<file path="config.mk">
export PLATFORM = sky130hd
export DESIGN_NAME = idp_identify_block
export DESIGN_NICKNAME = d
export VERILOG_FILES = /design/src/rtl/idp_pkg.sv /design/src/rtl/idp_identify_block.sv
export SDC_FILE = /design/constraint.sdc
export NUM_CORES = 2
export LEC_CHECK = 0
export CAP_MARGIN = 25
export CORE_MARGIN = 2
export CORE_UTILIZATION = 45
export CTS_CLUSTER_DIAMETER = 60
export CTS_CLUSTER_SIZE = 20
export DETAILED_ROUTE_END_ITERATION = 10
export DONT_BUFFER_PORTS = 1
export HOLD_SLACK_MARGIN = 0.12
export PLACE_DENSITY = 0.59
export SKIP_CTS_REPAIR_TIMING = 1
export SLEW_MARGIN = 20
export SYNTH_ARGS = -nofsm -noshare
export SYNTH_HDL_FRONTEND = slang
export SYNTH_SLANG_ARGS = --single-unit
</file>
<file path="constraint.sdc">
create_clock -name aclk -period 11.9 [get_ports aclk]
set_input_delay 1.19 -clock aclk [delete_from_list [all_inputs] [get_ports aclk]]
set_output_delay 1.19 -clock aclk [all_outputs]
set_load 0.01 [all_outputs]
</file>
<file path="src/rtl/idp_pkg.sv">
package idp_pkg;
   localparam int AW = 8;
   localparam int STR_N = 34;
   typedef logic [7:0] idx_t;
   localparam idx_t W_CFG = 8'h00, W_CYL = 8'h01, W_HEAD = 8'h03, W_SPT = 8'h06;
   localparam idx_t W_CAPH = 8'h07, W_CAPL = 8'h08, W_SER0 = 8'h0a, W_SER9 = 8'h13;
   localparam idx_t W_FW0 = 8'h17, W_MOD19 = 8'h2e, W_MMAX = 8'h2f, W_CAPS = 8'h31;
   localparam idx_t W_PIO = 8'h33, W_VALID = 8'h35, W_CCYL = 8'h36, W_CHEAD = 8'h37;
   localparam idx_t W_CSPT = 8'h38, W_CCAPL = 8'h39, W_CCAPH = 8'h3a, W_MCUR = 8'h3b;
   localparam idx_t W_LBAL = 8'h3c, W_LBAH = 8'h3d, W_DMA = 8'h3f, W_APIO = 8'h40;
   localparam idx_t W_DMIN = 8'h41, W_DREC = 8'h42, W_PNFC = 8'h43, W_PRDY = 8'h44;
   localparam idx_t SER_OFS = 8'h0a, FWM_OFS = 8'h0d;
   localparam logic [15:0] CFG_REMOV = 16'h848a, CFG_FIXED = 16'h045a;
   localparam logic [15:0] W53_VAL = 16'h0007, PAD2 = 16'h2020;
   localparam logic [7:0] W51_HI = 8'h02;
   localparam int B49_DMA = 8, B49_LBA = 9, B49_IORDY = 11, B59_VALID = 8;
   localparam logic [1:0] MODE_MAX = 2'h2;
   localparam int C_FIXED = 0, C_IORDY = 1, C_PIO = 2, C_DMAX = 4, C_DSUP = 6;
   localparam int C_DSEL = 7, C_DSEN = 9, C_PIO3 = 10, C_PIO4 = 11, C_MCUR = 16, C_MMAX = 24;
   localparam logic [AW-1:0] A_CTRL = 8'h00, A_GDEF = 8'h04, A_GCUR = 8'h08, A_CAP = 8'h0c;
   localparam logic [AW-1:0] A_LBA = 8'h10, A_DTIM = 8'h14, A_PTIM = 8'h18, A_STAT = 8'h1c;
   localparam logic [AW-1:0] A_STR = 8'h40, A_STR_END = 8'hc8;
   localparam logic [31:0] CTRL_RST = 32'h0100_0c02;
   localparam logic [1:0] RESP_OK = 2'h0, RESP_ERR = 2'h2;
   localparam logic [3:0] SEL_STR = 4'h8, SEL_NONE = 4'hf;
   typedef struct packed {
      logic          valid;
      idx_t          index;
   } idp_req_t;
   typedef struct packed {
      logic          valid;
      logic [15:0]   data;
   } idp_rsp_t;
   typedef struct packed {
      logic          awvalid;
      logic [AW-1:0] awaddr;
      logic          wvalid;
      logic [31:0]   wdata;
      logic [3:0]    wstrb;
      logic          bready;
      logic          arvalid;
      logic [AW-1:0] araddr;
      logic          rready;
   } idp_axi_m_t;
   typedef struct packed {
      logic          awready;
      logic          wready;
      logic          bvalid;
      logic [1:0]    bresp;
      logic          arready;
      logic          rvalid;
      logic [31:0]   rdata;
      logic [1:0]    rresp;
   } idp_axi_s_t;
   typedef struct packed {
      logic [7:0][31:0]       rg;
      logic [STR_N-1:0][15:0] str;
      logic                   aw_got;
      logic                   w_got;
      logic [AW-1:0]          awaddr;
      logic [31:0]            wdata;
      logic [3:0]             wstrb;
      logic                   bvalid;
      logic [1:0]             bresp;
      logic                   rvalid;
      logic [31:0]            rdata;
      logic [1:0]             rresp;
      idp_rsp_t               rsp;
      logic [15:0]            rd_count;
      idx_t                   last_idx;
   } idp_state_t;
endpackage : idp_pkg

</file>
<file path="src/rtl/idp_identify_block.sv">
`timescale 1ns/1ns
`default_nettype none
module idp_identify_block
   import idp_pkg::*;
#(
   parameter int ADDR_W = AW
) (
   input  wire logic       aclk,
   input  wire logic       aresetn,
   input  wire idp_axi_m_t axi_m,
   output var  idp_axi_s_t axi_s,
   input  wire idp_req_t   id_req,
   output var  idp_rsp_t   id_rsp
);
   if (ADDR_W != AW) begin : g_chk
      $error("idp_identify_block: ADDR_W must equal the package address width");
   end

   idp_state_t r;
   idp_state_t next_r;

   // register decode shared by the write and read paths
   function automatic logic [3:0] reg_sel(input logic [AW-1:0] a);
      if (a[1:0] != 2'h0) begin
         return SEL_NONE;
      end else if (a < A_STR) begin
         return (a <= A_STAT) ? {1'b0, a[4:2]} : SEL_NONE;
      end else if (a < A_STR_END) begin
         return SEL_STR;
      end else begin
         return SEL_NONE;
      end
   endfunction : reg_sel

   function automatic logic [31:0] merge(input logic [31:0] o, input logic [31:0] d,
                                         input logic [3:0] s);
      logic [31:0] m;
      m = o;
      for (int b = 0; b < 4; b++) begin
         if (s[b]) begin
            m[8*b +: 8] = d[8*b +: 8];
         end
      end
      return m;
   endfunction : merge

   function automatic logic [15:0] max16(input logic [15:0] a, input logic [15:0] b);
      return (a > b) ? a : b;
   endfunction : max16

   logic [31:0] ctrl;
   logic [1:0]  dmax;
   logic [1:0]  dsel;
   logic        dma1;
   logic        pio34;
   logic [31:0] cur_cap;
   assign ctrl    = r.rg[0];
   assign dmax    = (ctrl[C_DMAX +: 2] > MODE_MAX) ? MODE_MAX : ctrl[C_DMAX +: 2];
   assign dsel    = ctrl[C_DSEL +: 2];
   assign dma1    = ctrl[C_DSUP] && (dmax != 2'h0);
   assign pio34   = ctrl[C_PIO3] | ctrl[C_PIO4];
   assign cur_cap = 32'(r.rg[2][15:0]) * 32'(r.rg[2][23:16]) * 32'(r.rg[2][31:24]);

   // handshakes are combinational; one write and one read held at a time
   always_comb begin
      axi_s.awready = !r.aw_got && !r.bvalid;
      axi_s.wready  = !r.w_got && !r.bvalid;
      axi_s.bvalid  = r.bvalid;
      axi_s.bresp   = r.bresp;
      axi_s.arready = !r.rvalid;
      axi_s.rvalid  = r.rvalid;
      axi_s.rdata   = r.rdata;
      axi_s.rresp   = r.rresp;
      id_rsp        = r.rsp;
   end

   always_comb begin
      logic [15:0] w;
      logic [3:0]  sel;
      logic [AW-1:0] sofs;
      logic [15:0] w65;
      logic [15:0] w68;
      idx_t        ix;
      w      = '0;
      sel    = SEL_NONE;
      sofs   = '0;
      ix     = id_req.index;
      w65    = dma1 ? r.rg[5][15:0] : 16'h0000;
      w68    = pio34 ? r.rg[6][31:16] : 16'h0000;
      next_r = r;
      if (axi_m.awvalid && axi_s.awready) begin
         next_r.aw_got = 1'b1;
         next_r.awaddr = axi_m.awaddr;
      end
      if (axi_m.wvalid && axi_s.wready) begin
         next_r.w_got = 1'b1;
         next_r.wdata = axi_m.wdata;
         next_r.wstrb = axi_m.wstrb;
      end
      if (r.aw_got && r.w_got) begin
         sel            = reg_sel(r.awaddr);
         sofs           = AW'((r.awaddr - A_STR) >> 2);
         next_r.aw_got  = 1'b0;
         next_r.w_got   = 1'b0;
         next_r.bvalid  = 1'b1;
         next_r.bresp   = RESP_OK;
         if (sel == SEL_STR) begin
            if (r.wstrb[0]) begin
               next_r.str[sofs][7:0] = r.wdata[7:0];
            end
            if (r.wstrb[1]) begin
               next_r.str[sofs][15:8] = r.wdata[15:8];
            end
         end else if (sel < 4'h7) begin
            next_r.rg[sel[2:0]] = merge(r.rg[sel[2:0]], r.wdata, r.wstrb);
         end else begin
            next_r.bresp = RESP_ERR;
         end
      end
      if (r.bvalid && axi_m.bready) begin
         next_r.bvalid = 1'b0;
      end
      if (axi_m.arvalid && axi_s.arready) begin
         sel           = reg_sel(axi_m.araddr);
         sofs          = AW'((axi_m.araddr - A_STR) >> 2);
         next_r.rvalid = 1'b1;
         next_r.rresp  = RESP_OK;
         next_r.rdata  = '0;
         if (sel == SEL_STR) begin
            next_r.rdata = {16'h0000, r.str[sofs]};
         end else if (sel == 4'h7) begin
            next_r.rdata = {r.rd_count, 8'h00, r.last_idx};
         end else if (sel != SEL_NONE) begin
            next_r.rdata = r.rg[sel[2:0]];
         end else begin
            next_r.rresp = RESP_ERR;
         end
      end else if (r.rvalid && axi_m.rready) begin
         next_r.rvalid = 1'b0;
      end
      // identify word generator, answered one cycle after the request
      if (ix >= W_SER0 && ix <= W_SER9) begin
         w = r.str[ix - SER_OFS];
      end else if (ix >= W_FW0 && ix <= W_MOD19) begin
         w = r.str[ix - FWM_OFS];
      end else begin
         case (ix)
            W_CFG:   w = ctrl[C_FIXED] ? CFG_FIXED : CFG_REMOV;
            W_CYL:   w = r.rg[1][15:0];
            W_HEAD:  w = {8'h00, r.rg[1][23:16]};
            W_SPT:   w = {8'h00, r.rg[1][31:24]};
            W_CAPH:  w = r.rg[3][31:16];
            W_CAPL:  w = r.rg[3][15:0];
            W_MMAX:  w = {8'h00, ctrl[C_MMAX +: 8]};
            W_CAPS: begin
               w[B49_IORDY] = ctrl[C_IORDY];
               w[B49_LBA]   = 1'b1;
               w[B49_DMA]   = 1'b1;
            end
            W_PIO: begin
               w = {W51_HI, 6'h00, ctrl[C_PIO +: 2]};
               if (ctrl[C_PIO +: 2] > MODE_MAX) begin
                  w[1:0] = MODE_MAX;
               end
            end
            W_VALID: w = W53_VAL;
            W_CCYL:  w = r.rg[2][15:0];
            W_CHEAD: w = {8'h00, r.rg[2][23:16]};
            W_CSPT:  w = {8'h00, r.rg[2][31:24]};
            W_CCAPL: w = cur_cap[15:0];
            W_CCAPH: w = cur_cap[31:16];
            W_MCUR: begin
               // only zero or one may be reported; any nonzero setting reads as one
               w[B59_VALID] = 1'b1;
               w[0]         = |ctrl[C_MCUR +: 8];
            end
            W_LBAL:  w = r.rg[4][15:0];
            W_LBAH:  w = r.rg[4][31:16];
            W_DMA: begin
               if (ctrl[C_DSEN] && ctrl[C_DSUP] && dsel <= dmax) begin
                  w[8 + dsel] = 1'b1;
               end
               if (ctrl[C_DSUP]) begin
                  w[2:0] = (dmax == 2'h0) ? 3'h1 : (dmax == 2'h1) ? 3'h3 : 3'h7;
               end
            end
            W_APIO:  w = {14'h0000, ctrl[C_PIO4], ctrl[C_PIO3]};
            W_DMIN:  w = w65;
            W_DREC:  w = dma1 ? max16(r.rg[5][31:16], w65) : 16'h0000;
            W_PNFC:  w = pio34 ? max16(r.rg[6][15:0], w68) : 16'h0000;
            W_PRDY:  w = w68;
            default: w = '0;
         endcase
      end
      next_r.rsp.valid = id_req.valid;
      if (id_req.valid) begin
         next_r.rsp.data = w;
         next_r.rd_count = r.rd_count + 16'h0001;
         next_r.last_idx = ix;
      end
   end

   always_ff @(posedge aclk) begin
      if (!aresetn) begin
         r       <= '0;
         r.rg[0] <= CTRL_RST;
         r.str   <= {STR_N{PAD2}};
      end else begin
         r <= next_r;
      end
   end
endmodule : idp_identify_block
`default_nettype wire

</file>
==> impl_metrics.env <==
export IMPL_synth_edff_count=0
export IMPL_layout_drive_gt1_share_pct=12.01
export IMPL_cts_root_buf="clkbuf_16"
export IMPL_portBuffers=0
export IMPL_regToRegStartpoint="r[755]"
export IMPL_grt_overflow=0
export IMPL_max_slew_margin_pct=12.08
export IMPL_cts_tree="yes"
export IMPL_antenna_found_initial=11
export IMPL_dr_first_iter_drc_count=8926
export IMPL_firstDrtPassIters=6
export IMPL_ctsHtreeMaxLevel=3
export IMPL_finalCritPeriodShare_pct=86.31
export IMPL_cts_buffer_depth=3
export IMPL_die_h_microns=382.3
export IMPL_synth_area_sq_um=64400
export IMPL_drc_errors=0
export IMPL_ant_nets=0
export IMPL_max_stage_delay_ps=870
export IMPL_drv_cap=0
export IMPL_r2r_setup_slack_ps=1630
export IMPL_crit_start="r[755]"
export IMPL_crit_fanout=20
export IMPL_finalSetupTns_ps=0
export IMPL_ys_seq_area_share_pct=28.69
export IMPL_arrival_ps=10850
export IMPL_drt_vias_per_instance=6.714
export IMPL_grt_pass1_wl_microns=404000
export IMPL_worst_path_max_delay_cell="dfxtp_1"
export IMPL_ir_drop_mv=0.1229
export IMPL_yosys_warnings=0
export IMPL_timing_final_max_slew_violations=0
export IMPL_fmax_ghz=0.09737
export IMPL_startpoint_type="register"
export IMPL_avgRoutedWirePerCell_microns=30.59
export IMPL_crit_required_ps=12480
export IMPL_insertion_delay_ps=780
export IMPL_hold_viol=0
export IMPL_n_fill_cell=13627
export IMPL_hp_start="r[115]"
export IMPL_cellLeakagePower_nw=24.44
export IMPL_hold_class="reg -> reg"
export IMPL_synth_distinct_cells=96
export IMPL_ioPinCount=126
export IMPL_grt_max_degree=317
export IMPL_vias=61060
export IMPL_synth_seq_cells=923
export IMPL_synthArstFlopShare_pct=0
export IMPL_path_class="reg -> reg"
export IMPL_grt_pass1_vias=57436
export IMPL_grt_total_usage_pct=37.19
export IMPL_fin_crit_ps=10270
export IMPL_clk_pin_slew_ps=70
export IMPL_gp_congestion=1.061
export IMPL_drt_wl_total_microns=278200
export IMPL_worst_pin_slew_ps=1319
export IMPL_syn_instance_count=7582
export IMPL_yosys_most_used_dff="dfxtp_1"
export IMPL_syn_to_final_growth_pct=6.969
export IMPL_skew_ps=73.41
export IMPL_outcome="finished clean"
export IMPL_core_sq_um=141800
export IMPL_setup_viol=0
export IMPL_avgSynthCellArea_sq_um=8.494
export IMPL_hpwlAfterDp_microns=183400
export IMPL_cp_common_cell="fa_1"
export IMPL_power_mw=7.275
export IMPL_rows=138
export IMPL_dieArea_sq_um=146100
export IMPL_cts_sinks=923
export IMPL_start_util_pct=45.43
export IMPL_chipWidth_microns=382.3
export IMPL_end_kind="register"
export IMPL_rsz0062_at_grt="no"
export IMPL_numCtsBuffers=99
export IMPL_p_per_area_nw_per_um2=105.6
export IMPL_fin_nets=7543
-- cells in the mapped netlist, types with 127 or more instances --
library cell / count / area [sq um]
fa_1: 216 / 4324
mux2i_1: 171 / 1712
dfxtp_1: 923 / 18480
o21ai_0: 830 / 4154
and2_1: 453 / 2834
inv_1: 253 / 949.7
clkbuf_1: 560 / 2102
ha_1: 142 / 1777
a21oi_1: 669 / 3348
a22oi_1: 127 / 953.4
nor2_1: 270 / 1013
nand3_1: 191 / 955.9
nand2_1: 1364 / 5120
mux4_2: 397 / 8941
-- metrics by stage --
stage | setup WS [ps] | instances | hold WS [ps] | instance area [sq um] | utilization [%]
floorplan | 3190 | 7583 | 426.3 | 64400 | -
global placement | 2009 | 8895 | 441.6 | 65130 | 45.94
detailed placement | 1778 | 8903 | 445.1 | 65230 | 46.01
CTS | 1801 | 9088 | 456.0 | 68830 | 48.56
global route | 1186 | 9091 | 471.9 | 68880 | 48.59
finish | 1630 | 9095 | 455.0 | 68890 | 48.59
-- area by class of cell --
cell class | count | area [sq um] | share of cell area [%]
multi-input cells | 5677 | 42190 | 61.25
flip-flops and latches | 923 | 18490 | 26.83
clock buffers | 109 | 2586 | 3.754
well taps | 1890 | 2365 | 3.433
repair buffers | 159 | 1251 | 1.816
clock inverters | 76 | 1022 | 1.484
inverters | 257 | 972.2 | 1.411
diodes | 4 | 10.01 | 0.01453
-- report_power, final --
part           leakage, nW  switching [mW]  internal [mW]
Sequential            7.45          0.0316           3.11
Clock                 1.74            1.58           1.89
Combinational         15.3           0.482          0.179
-- per-layer routing --
metal | up-vias | GRT usage [%] | wire (microns)
met5 | - | 0 | 75
met2 | 4047 | 56.23 | 120700
met1 | 30055 | 47.60 | 105400
li1 | 26011 | - | -
met4 | 12 | 22.30 | 20450
met3 | 935 | 9.888 | 31640
-- worst max-delay path: cells and delay by family, from the launching register on --
| family | cells | cell delay [ps] |
|---|---|---|
| adder cells (fa/ha/maj) | 10 | 4630 |
| AO/OA/AOI/OAI | 8 | 2770 |
| AND/OR/NAND/NOR | 5 | 930 |
| flip-flops | 1 | 870 |
| XOR/XNOR | 1 | 600 |
| buffers and inverters | 5 | 240 |
-- placed cells by master, fill, tap and decap left out, types with 127 or more instances in the layout --
| cell | count |
|---|---|
| buf_4 | 147 |
| and2_1 | 453 |
| dfxtp_1 | 917 |
| inv_1 | 253 |
| a21oi_1 | 669 |
| nor2_1 | 262 |
| mux4_2 | 397 |
| mux2i_1 | 171 |
| ha_1 | 140 |
| nand2_1 | 1349 |
| fa_1 | 216 |
| a22oi_1 | 127 |
| nand3_1 | 190 |
| o21ai_0 | 829 |
-- cells by family (layout without fill, tap and decap cells) --
logic type | Yosys count | in the layout | share of synthesized area (%)
fa+ha+maj | 358 | 358 | 9.474
xor+xnor | 62 | 62 | 0.8432
other cells | 1 | 6 | 0.005823
compound gates | 2147 | 2147 | 19.87
flops | 923 | 923 | 28.69
buf+inv | 983 | 601 | 6.293
simple gates | 2513 | 2513 | 17.81
mux | 595 | 595 | 17.01
-- sequential cells by signal, indices dropped and copies added, names as in the netlist --
register and cells:
ctrl 32, axi_s 36, r 838, id_rsp 17
-- worst paths after layout --
check,cells after the start,endpoint
max,29,id_rsp[8]
min,2,r[115]
max reg2reg,29,id_rsp[8]
min reg2reg,2,r[115]
Power figures use the tool's default switching activity.
